`src/hdl/lvd_consts.svh`:
```
// register offsets, field positions, reset values and timing counts of the supply monitor control block
`ifndef LVD_CONSTS_SVH
`define LVD_CONSTS_SVH

// printed offsets are not all word aligned: they are register indices, byte address is four times the index
`define LVD_MODE_IDX         32'hfffff890
`define LVD_LEVEL_IDX        32'hfffff891
`define LVD_MODE_ADDR        (`LVD_MODE_IDX << 2)
`define LVD_LEVEL_ADDR       (`LVD_LEVEL_IDX << 2)
`define LVD_PROTECT_ADDR     32'h00000000
`define LVD_STATUS_ADDR      32'h00000004

`define LVD_ENABLE_BIT       7
`define LVD_RESPONSE_BIT     1
`define LVD_FLAG_BIT         0
`define LVD_THRESHOLD_BIT    0
`define LVD_SETTLED_BIT      0

`define LVD_MODE_RST         8'h00
`define LVD_MODE_MONITOR_RST 8'h82
`define LVD_LEVEL_RST        8'h00

`define LVD_CLK_PERIOD_NS    50
`define LVD_SETTLE_NS        100000
`define LVD_SETTLE_CYC       ((`LVD_SETTLE_NS + `LVD_CLK_PERIOD_NS - 1) / `LVD_CLK_PERIOD_NS)

`define LVD_RESP_OKAY        2'h0
`define LVD_RESP_SLVERR      2'h2

`endif

```
`src/hdl/lvd_pkg.sv`:
```
// types shared by the supply monitor control block
package lvd_pkg;

  typedef enum logic [2:0] {
    LVD_SEL_NONE    = 3'b000,
    LVD_SEL_MODE    = 3'b001,
    LVD_SEL_LEVEL   = 3'b010,
    LVD_SEL_PROTECT = 3'b011,
    LVD_SEL_STATUS  = 3'b100
  } lvd_sel_t;

  typedef enum logic [1:0] {
    LVD_BUS_IDLE = 2'b00,
    LVD_BUS_RESP = 2'b01
  } lvd_bus_st_t;

  typedef struct packed {
    logic detect_enable;
    logic response_select;
    logic threshold_choice;
  } lvd_ctrl_t;

endpackage

```
`src/hdl/lvd_supply_monitor_ctrl.sv`:
```
// supply monitor control: mode and threshold registers behind an AXI4-Lite slave
//
// Contract
// mode register changes only via the protected write sequence; plain writes ignored
// mode register byte writable; bit 0 is read-only, writes to it ignored
// mode register 00h after pin, power-on-clear, watchdog reset; 82h after monitor reset
// threshold register clears on those resets, keeps its value across monitor reset
// mode bit 7 enables detection when set, disables when clear
// response bit 1 clear: low supply raises the undervoltage interrupt request
// response bit 1 set: low supply asserts the undervoltage system reset
// flag bit 0 reads 1 when supply low and enabled, else 0
// threshold bit 0: 0 picks the 4.4 V level, 1 picks 4.2 V
// software waits 0.1 ms after enabling before trusting the flag
// once reset response chosen, both registers locked until a non-monitor reset
// in interrupt mode the request follows the flag level directly
// unused register bits read zero and ignore writes
//
// The AXI4-Lite register port is this design's own decision.
`timescale 1ns/10ps
`include "lvd_consts.svh"

module lvd_supply_monitor_ctrl
  import lvd_pkg::*;
(
  input  wire logic        i_clk,
  input  wire logic        i_arst_n,
  input  wire logic        i_monitor_reset,
  input  wire logic        i_supply_low,
  output logic             o_detect_enable,
  output logic             o_threshold_choice,
  output logic             o_undervoltage_irq,
  output logic             o_undervoltage_system_reset,
  input  wire logic [31:0] i_awaddr,
  input  wire logic        i_awvalid,
  output logic             o_awready,
  input  wire logic [31:0] i_wdata,
  input  wire logic [3:0]  i_wstrb,
  input  wire logic        i_wvalid,
  output logic             o_wready,
  output logic [1:0]       o_bresp,
  output logic             o_bvalid,
  input  wire logic        i_bready,
  input  wire logic [31:0] i_araddr,
  input  wire logic        i_arvalid,
  output logic             o_arready,
  output logic [31:0]      o_rdata,
  output logic [1:0]       o_rresp,
  output logic             o_rvalid,
  input  wire logic        i_rready
);

  localparam int unsigned SETTLE_CYC = `LVD_SETTLE_CYC;
  localparam int unsigned CNT_W      = $clog2(SETTLE_CYC + 1);
  localparam logic [7:0]  MODE_MON_RST = `LVD_MODE_MONITOR_RST;

  function automatic lvd_sel_t decode(input logic [31:0] addr);
    if (addr == 32'(`LVD_MODE_ADDR)) begin
      return LVD_SEL_MODE;
    end else if (addr == 32'(`LVD_LEVEL_ADDR)) begin
      return LVD_SEL_LEVEL;
    end else if (addr == `LVD_PROTECT_ADDR) begin
      return LVD_SEL_PROTECT;
    end else if (addr == `LVD_STATUS_ADDR) begin
      return LVD_SEL_STATUS;
    end
    return LVD_SEL_NONE;
  endfunction

  // comparator output is asynchronous to i_clk
  logic              low_s1_r;
  logic              low_s2_r;

  lvd_ctrl_t         ctrl_r;
  lvd_ctrl_t         ctrl_nxt;
  logic              arm_r;
  logic              arm_nxt;
  logic              flag_r;
  logic              flag_nxt;
  logic              irq_nxt;
  logic              sysrst_nxt;
  logic [CNT_W-1:0]  settle_cnt_r;
  logic [CNT_W-1:0]  settle_cnt_nxt;

  lvd_bus_st_t       wst_r;
  lvd_bus_st_t       wst_nxt;
  logic              aw_have_r;
  logic              aw_have_nxt;
  logic              w_have_r;
  logic              w_have_nxt;
  logic [31:0]       waddr_r;
  logic [31:0]       waddr_nxt;
  logic [31:0]       wdata_r;
  logic [31:0]       wdata_nxt;
  logic              wlane0_r;
  logic              wlane0_nxt;
  logic [1:0]        bresp_nxt;
  lvd_bus_st_t       rst_r;
  lvd_bus_st_t       rst_nxt;
  logic [31:0]       rdata_nxt;
  logic [1:0]        rresp_nxt;
  lvd_sel_t          rsel_r;
  lvd_sel_t          rsel_nxt;

  logic              wr_go;
  lvd_sel_t          wsel;
  logic              settled;

  always_ff @(posedge i_clk or negedge i_arst_n) begin
    if (!i_arst_n) begin
      low_s1_r <= 1'b0;
      low_s2_r <= 1'b0;
    end else begin
      low_s1_r <= i_supply_low;
      low_s2_r <= low_s1_r;
    end
  end

  assign o_awready = (wst_r == LVD_BUS_IDLE) && !aw_have_r;
  assign o_wready  = (wst_r == LVD_BUS_IDLE) && !w_have_r;
  assign o_arready = (rst_r == LVD_BUS_IDLE);
  assign wr_go     = (wst_r == LVD_BUS_IDLE) && aw_have_r && w_have_r;
  assign wsel      = decode(waddr_r);
  assign settled   = (settle_cnt_r == CNT_W'(SETTLE_CYC));

  // ---------------- control state ----------------
  always_comb begin
    ctrl_nxt       = ctrl_r;
    arm_nxt        = arm_r;
    settle_cnt_nxt = settle_cnt_r;
    if (wr_go) begin
      // any write other than the command register disarms the sequence
      arm_nxt = (wsel == LVD_SEL_PROTECT) && wlane0_r;
      // response bit doubles as the lock; only a non-monitor reset clears it
      if (wlane0_r && !ctrl_r.response_select) begin
        if (wsel == LVD_SEL_MODE && arm_r) begin
          ctrl_nxt.detect_enable   = wdata_r[`LVD_ENABLE_BIT];
          ctrl_nxt.response_select = wdata_r[`LVD_RESPONSE_BIT];
        end
        if (wsel == LVD_SEL_LEVEL) begin
          ctrl_nxt.threshold_choice = wdata_r[`LVD_THRESHOLD_BIT];
        end
      end
    end
    if (i_monitor_reset) begin
      ctrl_nxt.detect_enable    = MODE_MON_RST[`LVD_ENABLE_BIT];
      ctrl_nxt.response_select  = MODE_MON_RST[`LVD_RESPONSE_BIT];
      arm_nxt                   = 1'b0;
      // a bus write in the same cycle must not move the threshold
      ctrl_nxt.threshold_choice = ctrl_r.threshold_choice;
    end
    if (!ctrl_r.detect_enable) begin
      settle_cnt_nxt = '0;
    end else if (!settled) begin
      settle_cnt_nxt = settle_cnt_r + CNT_W'(1);
    end
    flag_nxt   = ctrl_r.detect_enable && low_s2_r; // see
    irq_nxt    = flag_nxt && !ctrl_r.response_select; // see
    sysrst_nxt = flag_nxt && ctrl_r.response_select;
  end

  always_ff @(posedge i_clk or negedge i_arst_n) begin
    if (!i_arst_n) begin
      ctrl_r                      <= '0; // see
      arm_r                       <= 1'b0;
      settle_cnt_r                <= '0;
      flag_r                      <= 1'b0;
      o_undervoltage_irq          <= 1'b0;
      o_undervoltage_system_reset <= 1'b0;
    end else begin
      ctrl_r                      <= ctrl_nxt;
      arm_r                       <= arm_nxt;
      settle_cnt_r                <= settle_cnt_nxt;
      flag_r                      <= flag_nxt;
      o_undervoltage_irq          <= irq_nxt;
      o_undervoltage_system_reset <= sysrst_nxt;
    end
  end

  assign o_detect_enable    = ctrl_r.detect_enable;
  assign o_threshold_choice = ctrl_r.threshold_choice;

  // ---------------- bus state ----------------
  always_comb begin
    wst_nxt     = wst_r;
    aw_have_nxt = aw_have_r;
    w_have_nxt  = w_have_r;
    waddr_nxt   = waddr_r;
    wdata_nxt   = wdata_r;
    wlane0_nxt  = wlane0_r;
    bresp_nxt   = o_bresp;
    rst_nxt     = rst_r;
    rdata_nxt   = o_rdata;
    rresp_nxt   = o_rresp;
    rsel_nxt    = rsel_r;
    if (o_awready && i_awvalid) begin
      aw_have_nxt = 1'b1;
      waddr_nxt   = i_awaddr;
    end
    if (o_wready && i_wvalid) begin
      w_have_nxt = 1'b1;
      wdata_nxt  = i_wdata;
      wlane0_nxt = i_wstrb[0];
    end
    case (wst_r)
      LVD_BUS_IDLE: begin
        if (wr_go) begin
          wst_nxt     = LVD_BUS_RESP;
          aw_have_nxt = 1'b0;
          w_have_nxt  = 1'b0;
          bresp_nxt   = (wsel == LVD_SEL_NONE) ? `LVD_RESP_SLVERR : `LVD_RESP_OKAY;
        end
      end
      LVD_BUS_RESP: begin
        if (i_bready) begin
          wst_nxt = LVD_BUS_IDLE;
        end
      end
      default: wst_nxt = LVD_BUS_IDLE;
    endcase
    case (rst_r)
      LVD_BUS_IDLE: begin
        if (i_arvalid) begin
          rst_nxt   = LVD_BUS_RESP;
          rsel_nxt  = decode(i_araddr);
          rdata_nxt = '0;
          rresp_nxt = `LVD_RESP_OKAY;
          case (rsel_nxt)
            LVD_SEL_MODE: begin
              rdata_nxt[`LVD_ENABLE_BIT]   = ctrl_r.detect_enable;
              rdata_nxt[`LVD_RESPONSE_BIT] = ctrl_r.response_select;
              rdata_nxt[`LVD_FLAG_BIT]     = flag_r;
            end
            LVD_SEL_LEVEL:   rdata_nxt[`LVD_THRESHOLD_BIT] = ctrl_r.threshold_choice;
            LVD_SEL_STATUS:  rdata_nxt[`LVD_SETTLED_BIT]   = settled;
            LVD_SEL_PROTECT: rdata_nxt = '0;
            default:         rresp_nxt = `LVD_RESP_SLVERR;
          endcase
        end
      end
      LVD_BUS_RESP: begin
        if (i_rready) begin
          rst_nxt = LVD_BUS_IDLE;
        end
      end
      default: rst_nxt = LVD_BUS_IDLE;
    endcase
  end

  always_ff @(posedge i_clk or negedge i_arst_n) begin
    if (!i_arst_n) begin
      wst_r     <= LVD_BUS_IDLE;
      aw_have_r <= 1'b0;
      w_have_r  <= 1'b0;
      waddr_r   <= '0;
      wdata_r   <= '0;
      wlane0_r  <= 1'b0;
      o_bresp   <= `LVD_RESP_OKAY;
      rst_r     <= LVD_BUS_IDLE;
      o_rdata   <= '0;
      o_rresp   <= `LVD_RESP_OKAY;
      rsel_r    <= LVD_SEL_NONE;
    end else begin
      wst_r     <= wst_nxt;
      aw_have_r <= aw_have_nxt;
      w_have_r  <= w_have_nxt;
      waddr_r   <= waddr_nxt;
      wdata_r   <= wdata_nxt;
      wlane0_r  <= wlane0_nxt;
      o_bresp   <= bresp_nxt;
      rst_r     <= rst_nxt;
      o_rdata   <= rdata_nxt;
      o_rresp   <= rresp_nxt;
      rsel_r    <= rsel_nxt;
    end
  end

  assign o_bvalid = (wst_r == LVD_BUS_RESP);
  assign o_rvalid = (rst_r == LVD_BUS_RESP);
endmodule

```
`config.mk`:
```
export PLATFORM = sky130hd
export DESIGN_NAME = lvd_supply_monitor_ctrl
export DESIGN_NICKNAME = d
export VERILOG_FILES = /design/src/hdl/lvd_pkg.sv /design/src/hdl/lvd_supply_monitor_ctrl.sv
export VERILOG_INCLUDE_DIRS = /design/src /design/src/hdl
export SDC_FILE = /design/constraint.sdc
export NUM_CORES = 1
export LEC_CHECK = 0
export ABC_CLOCK_PERIOD_IN_PS = 3850
export BUFFER_PORTS_ARGS = -buffer_cell sky130_fd_sc_hd__buf_2
export CORE_ASPECT_RATIO = 0.8
export CORE_MARGIN = 4
export CORE_UTILIZATION = 40
export DETAILED_ROUTE_END_ITERATION = 10
export HOLD_SLACK_MARGIN = 0.08
export PLACE_DENSITY = 0.72
export RECOVER_POWER = 25
export SLEW_MARGIN = 20
export SYNTH_ARGS = -nofsm -noshare
export SYNTH_HDL_FRONTEND = slang
export SYNTH_SLANG_ARGS = --single-unit
```
`constraint.sdc`:
```
create_clock -name i_clk -period 3.85 [get_ports i_clk]
set_input_delay 0.1925 -clock i_clk [delete_from_list [all_inputs] [get_ports i_clk]]
set_output_delay 0.1925 -clock i_clk [all_outputs]
set_load 0.005 [all_outputs]
```
## Word-level counts from Yosys, hierarchy flattened

Index checks and enable logic that the tools add are counted.

- Register bits: 74
- Output and inout bits: 45
- Word-level logic and storage cells: 121

- Mux-type cells: 48
- Eq/ne operators: 21
- Bitwise logic cells: 1
- $add $sub $neg: 1
- Reductions and logical operators: 30

Operators with widths:

| operator | number |
|---|---|
| 32-bit equality test (second input constant) | 4 |
| 32-bit by 3-bit equality test with 1-bit output (second input constant) | 2 |
| 32-bit zero test | 2 |
| 3-bit 2-to-1 mux | 15 |
| 11-bit 2-to-1 mux | 2 |
| 1-bit 2-to-1 mux | 21 |
| 2-bit 2-to-1 mux | 7 |
| 3-bit by 2-bit equality test with 1-bit output (second input constant) | 4 |
| 1-bit logical AND | 12 |
| 11-bit by 1-bit adder with 11-bit output (second input constant) | 1 |
| 11-bit equality test (second input constant) | 1 |
| 2-bit case mux with 2 select lines | 2 |
| 2-bit AND reduction | 4 |
| 3-bit by 1-bit equality test with 1-bit output (second input constant) | 2 |
| 2-bit != test (second input constant) | 3 |
| 2-bit nonzero test | 3 |
| 2-bit by 1-bit equality test with 1-bit output (second input constant) | 2 |
| 2-bit zero test | 2 |
| 2-bit by 1-bit != test with 1-bit output (second input constant) | 2 |
| 4-bit AND reduction | 1 |
| 4-bit OR reduction | 1 |
| 3-bit equality test (second input constant) | 1 |
| 1-bit zero test | 3 |
| 3-bit zero test | 1 |
| other kinds (3) | 3 |

## Depth between registers and ports, before layout

Gate-level depths: netlist of run 1.

- Depth after elaboration: 13
- Gate-level depth with buffers: 6
- Depth with buffers taken out: 6

## Least setup slack after synthesis of run 1

OpenSTA, ideal clock, no wires.

- Path kind: reg2reg
- Start point: reg waddr_r[12]
- End point: reg ctrl_r, in the netlist o_threshold_choice
- Buffers on the path: 0
- Arrival: 1898 ps
- Slack: 1824 ps
- Setup time: 128 ps
- Cell stages (with the launch flop): 6
- Path through: dfrtp_1 or4_4 nor4_4 nand2_2 nor4_2 mux2_1

- Longest elaborated chain between the ends: 8

Ends and longest elaborated chain:

| what | line | RTL |
|---|---|---|
| start, declared | lvd_supply_monitor_ctrl.sv:90 | `logic [31:0] waddr_r;` |
| start signal, assigned | lvd_supply_monitor_ctrl.sv:266 | `waddr_r <= waddr_nxt;` |
| 32-bit by 3-bit equality test with 1-bit output (no line) | -- |  |
| 1-bit 2-to-1 mux | lvd_supply_monitor_ctrl.sv:63 | `` end else if (addr == `LVD_STATUS_ADDR) begin `` |
| 1-bit 2-to-1 mux | lvd_supply_monitor_ctrl.sv:61 | `` end else if (addr == `LVD_PROTECT_ADDR) begin `` |
| 1-bit 2-to-1 mux | lvd_supply_monitor_ctrl.sv:59 | `` end else if (addr == 32'(`LVD_LEVEL_ADDR)) begin `` |
| 1-bit 2-to-1 mux | lvd_supply_monitor_ctrl.sv:57 | `` if (addr == 32'(`LVD_MODE_ADDR)) begin `` |
| 3-bit 2-to-1 mux * | lvd_supply_monitor_ctrl.sv:66 | `return LVD_SEL_NONE;` |
| 3-bit by 2-bit equality test with 1-bit output * | lvd_supply_monitor_ctrl.sv:139 | `if (wsel == LVD_SEL_LEVEL) begin` |
| 4-bit AND reduction (no line) * | -- |  |
| end signal, assigned | lvd_supply_monitor_ctrl.sv:170 | `ctrl_r <= ctrl_nxt;` |
| end, declared | lvd_supply_monitor_ctrl.sv:73 | `lvd_ctrl_t ctrl_r;` |

Every way passes the cells marked *; elsewhere a longest branch is shown, timed or not.
A chain may end at the register's enable or synchronous reset.

## Worst setup path after layout of run 1

Same ends and word-level chain as after synthesis.

==> results of run 1 <==
## sequential cells by signal, indices dropped and copies added, names as in the netlist, 3 cells and up
signal	cells
waddr_r	32
settle_cnt_r	11
o_rdata	3
wdata_r	3
## layout make-up
class / instances / area [sq um]
Clock buffer: 14 / 163
Clock inverter: 2 / 60.1
Fill cell: 674 / 3360
Inverter: 7 / 26.3
Multi-Input combinational cell: 194 / 1290
Sequential cell: 65 / 1630
Tap cell: 105 / 131
Timing Repair Buffer: 126 / 805
## cells by family after synthesis
logic type | Yosys count | synth area share
mux | 38 | 0.137
buf+inv | 44 | 0.0911
other cells | 1 | 0.00121
flops | 65 | 0.527
fa+ha+maj | 2 | 0.00810
compound gates | 17 | 0.0352
xor+xnor | 8 | 0.0227
simple gates | 98 | 0.178
## power groups by stage
stage	sequential, mW	combinational, mW	clock (mW)
floorplan	1.08	0.456	0
global placement	1.11	0.545	0
detailed placement	1.13	0.570	0
CTS	1.12	0.597	0.662
global route	1.15	0.671	0.690
finish	1.12	0.591	0.644
## worst paths after layout
path                       depth (start not counted)                  to  slack, ns        start
max in group asynchronous                          3     settle_cnt_r[4]       1.82     i_arst_n
max                                                5  o_threshold_choice       1.61  waddr_r[12]
max reg2reg                                        5  o_threshold_choice       1.61  waddr_r[12]
min reg2reg                                        0            low_s2_r       0.35     low_s1_r
min                                                2            wlane0_r       0.09   i_wstrb[0]
min in group asynchronous                          2         waddr_r[25]       0.80     i_arst_n
## layer usage
metal  track usage  vias to the layer above
met5             0                        -
li1              -                     1165
met1         0.187                     1146
met3        0.0603                        3
met4        0.0353                        0
met2         0.250                       91
## synthesized netlist by cell type
cell      count  area share
dfrtp_1      65        0.53
mux2_2       34        0.12
buf_4        31       0.075
nor2_1       25       0.030
nand4_1      12       0.024
nor4_1       12       0.024
nand2_1      10       0.012
nand3_1       9       0.015
inv_1         7      0.0085
and3_1        6       0.012
clkbuf_1      6      0.0073
a21oi_1       5      0.0081
o21ai_0       5      0.0081
nor3_1        4      0.0065
xnor2_1       4       0.011
xor2_1        4       0.011
and2_1        3      0.0061
mux2i_1       3      0.0097
nor2b_1       3      0.0061
a22o_1        2      0.0057
ha_1          2      0.0081
nand2b_1      2      0.0040
or4_1         2      0.0049
a211o_1       1      0.0028
a21o_2        1      0.0028
a22oi_1       1      0.0024
a31o_2        1      0.0028
and4_1        1      0.0028
conb_1        1      0.0012
mux2_1        1      0.0036
nand2_2       1      0.0020
nand4b_1      1      0.0028
nor4_2        1      0.0040
nor4_4        1      0.0069
nor4b_1       1      0.0028
o211ai_1      1      0.0024
or3_1         1      0.0020
or3_2         1      0.0024
or3b_2        1      0.0028
or4_4         1      0.0036
## stage by stage
| stage | power, mW | worst slack [ns] | cell area, sq um |
|---|---|---|---|
| after global placement | 1.66 | 1.66 | 3540 |
| after floorplan | 1.53 | 1.82 | 3200 |
| final | 2.35 | 1.61 | 4110 |
| after CTS | 2.38 | 1.62 | 4080 |
| after global routing | 2.51 | 1.42 | 4110 |
| after detailed placement | 1.70 | 1.63 | 3540 |
## worst register-to-register path: cells and delay by family, from the launching register on
family | cells | cell delay [ns]
DFF | 1 | 0.38
muxes | 1 | 0.35
and+or+nand+nor | 4 | 1.39
==> metrics.md, run 1 <==
| Metric | Value |
|---|---|
| Ant. Diodes | `0` |
| Final Non-Filler Cells | `513` |
| CTS root buffer | `clkbuf_8` |
| Drt wl/cell | `13.3 um` |
| Part of the power in registers | `0.475` |
| Post-route setup TNS | `0 ns` |
| Clock skew | `0.00778 ns` |
| Synth Register Bits | `65` |
| DR pass1 iterations | `4` |
| Hold_ws | `0.0948 ns` |
| Worst-Skew Late Latency | `0.34 ns` |
| Tightest Pin Transition | `1.62 ns` |
| Required time of the critical path | `4.07 ns` |
| Clock share of power | `0.273` |
| Largest stage delay, worst path | `0.57 ns` |
| Initial drt markers | `106` |
| Area Growth Syn to Fin | `32.9%` |
| Startpoint types | `flip-flop` |
| Failing checks | `capacitance limit, slew limit` |
| Post-synthesis average cell area | `11.3 sq um` |
| Yosys warning count | `0` |
| Met2 wire length | `3.31 mm` |
| Layout cell share with drive strength beyond 1 | `0.358` |
| Die Width | `106 um` |
| First-pass GRT wire length | `11.0 mm` |
| Final WL | `6.82 mm` |
| Core Util, Final | `0.550` |
| Crit share post-route | `0.581` |
| Post-route DRC | `0` |
| Power per cell area | `573 nW/um^2` |
| P_int | `1.68 mW` |
| Largest net degree at the start of global routing | `36` |
| Antenna Violating Nets Remaining | `0` |
| Full die area | `9200 sq um` |
| CP delay by family, top | `simple AND/OR/NAND/NOR gates` |
| Post-CTS Setup Repair Bufs | `0` |
| CTS tree | `yes` |
| DRT met1 WL | `2.89 mm` |
| Vias in the first global route | `2434` |
| Peak Freq | `0.447 GHz` |
| Max_cap viols | `1` |
| CTS-repair resized insts | `0` |
| Worst-path cell chain | `or4_4, nor4_4, nand2_2, nor4_2, mux2_1` |
| Gr usage total | `0.151` |
| CP max FO | `3` |
| Cts hold-fix bufs | `31` |
| Seq/Total Area, Yosys | `0.527` |
| Final setup violation count | `0` |
| Final worst path period need | `2.24 ns` |
| RSZ-0062 raised after global routing | `false` |
| Num CTS Buffers | `9` |
| Top Layer Used | `met4` |
| CTS Sinks | `65` |
| CP Buf/Inv Count | `0` |
| Outcome | `complete, but fails checks` |
| IO buf count | `90` |
| Critical path arrival | `2.46 ns` |
| Floorplan core area | `7460 sq um` |
| Static leakage | `1.91 nW` |
| H-tree levels | `3` |
| Gate Count Post-Synth | `273` |
| Clk buf depth | `2` |
| Site Rows | `28` |
| Library cells used by synthesis | `40` |
| DR vias | `2405` |
| Post-Syn Area | `3090 sq um` |
| Initial Util | `0.414` |
| Max_slew headroom | `-0.0773` |
| Die height | `86.6 um` |
| Placer Congestion | `0.760` |
| Setup CP Type | `flip-flop to flip-flop` |
| Placed instance count | `463` |
| WL met3 | `582 um` |
| CP max stage cell | `or4_4` |
| Total gr overflow | `0` |
| Clk slew on worst S/H paths | `0.06 ns` |
| Hold Crit Class | `input port to flip-flop` |
| Slew Limit Fails | `32` |
| Most common cell after layout, fill and taps aside | `buf_2` |
| Gate power share | `0.251` |
| Sw Share | `0.287` |
| IO Count | `154` |
| Total net switching power | `0.676 mW` |
| Antenna violations before repair | `0` |
| Peak supply drop | `0.383 mV` |
| Final Hold Viols | `0` |
| Net count, final | `514` |
| Hpwl dp | `5.07 mm` |
| Most frequent cells in the layout | `buf_2, dfrtp_1, mux2_2, dlygate4sd3_1, conb_1` |
| CP endpoint kind | `flip-flop` |
| Via-per-instance ratio | `4.69` |
Note: power is estimated with default switching activity, not from simulation.
==> run 2, diff against run 1 <==
--- a/config.mk
+++ b/config.mk
@@ -6,14 +6,15 @@
 export SDC_FILE = /design/constraint.sdc
 export NUM_CORES = 1
 export LEC_CHECK = 0
-export ABC_CLOCK_PERIOD_IN_PS = 3850
+export ABC_AREA = 1
+export ABC_CLOCK_PERIOD_IN_PS = 2100
 export BUFFER_PORTS_ARGS = -buffer_cell sky130_fd_sc_hd__buf_2
 export CORE_ASPECT_RATIO = 0.8
 export CORE_MARGIN = 4
 export CORE_UTILIZATION = 40
 export DETAILED_ROUTE_END_ITERATION = 10
 export HOLD_SLACK_MARGIN = 0.08
-export PLACE_DENSITY = 0.72
+export PLACE_DENSITY = 0.7
 export RECOVER_POWER = 25
 export SLEW_MARGIN = 20
 export SYNTH_ARGS = -nofsm -noshare
==> constraint.sdc (replaced) <==
create_clock -name i_clk -period 2.1 [get_ports i_clk]
set_input_delay 0.105 -clock i_clk [delete_from_list [all_inputs] [get_ports i_clk]]
set_output_delay 0.105 -clock i_clk [all_outputs]
set_load 0.005 [all_outputs]
==> metrics.md, run 2 <==
| Metric | Value |
|---|---|
| Max_cap viols | `0 (-1)` |
| Power per cell area | `981 nW/um^2 (+71%)` |
| Initial Util | `0.419 (+0.00550)` |
| Post-synth top area cell | `dfrtp_1` |
| Hold_ws | `0.144 ns (+0.0494 ns)` |
| Most frequent cells in the layout | `nand2_1, nor2_1, buf_2` |
| Static leakage | `2.45 nW (+28%)` |
| Seq/Total Area, Yosys | `0.447 (-0.0793)` |
| Antenna Violating Nets Remaining | `0 (unchanged)` |
| Total gr overflow | `0 (unchanged)` |
| Crit share post-route | `0.689 (+0.107)` |
| Vias in the first global route | `3109 (+28%)` |
| Ys async rst share | `1.00 (unchanged)` |
| Antenna violations before repair | `0 (unchanged)` |
| Yosys warning count | `0 (unchanged)` |
| Full die area | `10700 sq um (+16%)` |
| Largest net degree at the start of global routing | `43 (+19%)` |
| Die height | `93.3 um (+7.7%)` |
| Peak Freq | `0.691 GHz (+55%)` |
| Post-route setup TNS | `0 ns (unchanged)` |
| Final setup violation count | `0 (unchanged)` |
| Post-synth top area share | `0.447 (-0.0793)` |
| Synth Register Bits | `65 (unchanged)` |
| IO Count | `154 (unchanged)` |
| Most flops, register | `waddr_r` |
| Post-route DRC | `0 (unchanged)` |
| Slew Limit Fails | `0 (-100%)` |
| Area Growth Syn to Fin | `32.1%` |
| Tightest Pin Transition | `0.640 ns (-0.976 ns)` |
| Post-synthesis average cell area | `7.87 sq um (-30%)` |
| Gr usage total | `0.162 (+0.0104)` |
| CP max FO | `42 (+39)` |
| Startpoint types | `flip-flop` |
| Reg area | `1630 sq um (unchanged)` |
| IO buf count | `90 (unchanged)` |
| Post-Syn Area | `3640 sq um (+18%)` |
| CTS tree | `yes` |
| Final worst path period need | `1.45 ns (-0.792 ns)` |
| Hold Crit Class | `input port to flip-flop` |
| Top-count cell post-synth | `nand2_1` |
| CTS Sinks | `65 (unchanged)` |
| Drt wl/cell | `11.6 um (-13%)` |
| H-tree levels | `3 (unchanged)` |
| Site Rows | `30 (+7.1%)` |
| Placed instance count | `660 (+43%)` |
| Final Hold Viols | `0 (unchanged)` |
| Clock skew | `0.00467 ns (-0.00311 ns)` |
| Number of synthesized flops with an enable pin | `0 (unchanged)` |
| RSZ-0062 raised after global routing | `false` |
| Layout cell share with drive strength beyond 1 | `0.227 (-0.131)` |
| DR vias | `3242 (+35%)` |
| CTS root buffer | `clkbuf_16` |
| Max_slew headroom | `0.573 (+0.650)` |
| DR pass1 iterations | `4 (unchanged)` |
| Via-per-instance ratio | `4.53 (-3.4%)` |
| Setup CP Type | `flip-flop to flip-flop` |
| Final Non-Filler Cells | `716 (+40%)` |
| Worst-Skew Late Latency | `0.32 ns (-0.02 ns)` |
| Biggest regs | `waddr_r: 32 flops, settle_cnt_r: 11 flops` |
| Clk buf depth | `2 (unchanged)` |
| Ant. Diodes | `0 (unchanged)` |
| Hpwl dp | `6.24 mm (+23%)` |
| Most common cell after layout, fill and taps aside | `nand2_1` |
| Num CTS Buffers | `9 (unchanged)` |
| Initial drt markers | `117 (+10%)` |
| Placer Congestion | `0.819 (+7.7%)` |
| Gate Count Post-Synth | `462 (+69%)` |
| Multi-input combinational cell area | `1600 sq um (+23%)` |
| Clk slew on worst S/H paths | `0.05 ns (about the same)` |
| Top FF cell, synth | `dfrtp_1` |
| Post-CTS Setup Repair Bufs | `0 (unchanged)` |
| Largest register FFs | `32 (unchanged)` |
| Net count, final | `711 (+38%)` |
| Library cells used by synthesis | `30 (-25%)` |
| CP endpoint kind | `flip-flop` |
| Synth area leaders | `dfrtp_1, nand2_1, nor2_1, mux2_2, buf_4` |
| Required time of the critical path | `2.31 ns (-1.76 ns)` |
| Post-synth top cells | `nand2_1, nor2_1, dfrtp_1` |
| Floorplan core area | `8670 sq um (+16%)` |
| First-pass GRT wire length | `13.8 mm (+26%)` |
| Peak supply drop | `0.714 mV (+86%)` |
| Critical path arrival | `1.65 ns (-0.81 ns)` |
| Final WL | `8.33 mm (+22%)` |
| Number of fill cells in the layout | `803 (+19%)` |
| Die Width | `115 um (+7.9%)` |
| Outcome | `complete, no violations` |
run 2: where the power goes:
part	switching (mW)	total [mW]	internal [mW]	leakage (nW)
Clock	0.518	1.58	1.06	0.153
Combinational	0.615	1.20	0.585	1.52
Sequential	0.280	1.93	1.65	0.769
Total	1.41	4.71	3.30	2.45
run 2: critical path, stage by stage (launching register included):
cell     delay (ns)
dfrtp_1        0.41
nor2_2         0.07
nand2_2        0.05
buf_4          0.39
mux2_2         0.40
run 2: logic make-up after synthesis:
logic type               share of synthesized area
AND/OR/NAND/NOR                              0.266
buffers and inverters                        0.145
flip-flops                                   0.447
AO/OA/AOI/OAI                               0.0509
multiplexers                                0.0805
adder cells (fa/ha/maj)                    0.00688
other                                      0.00103
XOR/XNOR                                   0.00241
run 2: area by class of cell:
| cell class | instances | share of cell area |
|---|---|---|
| Sequential cell | 65 | 0.339 |
| Timing Repair Buffer | 133 | 0.184 |
| Inverter | 66 | 0.0516 |
| Clock inverter | 3 | 0.0135 |
| Tap cell | 112 | 0.0292 |
| Clock buffer | 12 | 0.0513 |
| Multi-Input combinational cell | 325 | 0.332 |
run 2: metal layers:
| layer | up-vias | track usage | share of wire |
|---|---|---|---|
| li1 | 1646 | - | - |
| met1 | 1477 | 0.202 | 0.43 |
| met2 | 106 | 0.272 | 0.48 |
| met3 | 13 | 0.0356 | 0.072 |
| met4 | 0 | 0.0623 | 0.016 |
| met5 | - | 0 | 0 |
run 2: final timing paths:
path / start / to / slack [ns] / cells past startpoint
worst max-delay path: wst_r[0] / waddr_r[24] / 0.65 / 4
worst min-delay path: i_wvalid / w_have_r / 0.14 / 3
worst max register to register: wst_r[0] / waddr_r[24] / 0.65 / 4
worst min register to register: low_s1_r / low_s2_r / 0.35 / 0
max in group asynchronous: i_arst_n / wdata_r[1] / 1.12 / 3
min in group asynchronous: i_arst_n / waddr_r[13] / 0.35 / 2
run 2: through the flow:
stage                     utilization  power (mW)  area, sq um  setup slack [ns]
after floorplan                     -        2.77         3750             0.886
after global placement          0.472        3.01         4090             0.684
after CTS                       0.555        4.75         4810             0.656
after global routing            0.554        5.01         4800             0.483
after detailed placement        0.472        3.08         4090             0.664
final                           0.554        4.71         4800             0.654
run 2: timing repair:
item / in CTS / in global routing
hold buffers: 41 / 0
gates resized for setup: 0 / 0
hold endpoints to repair: 68 / 0
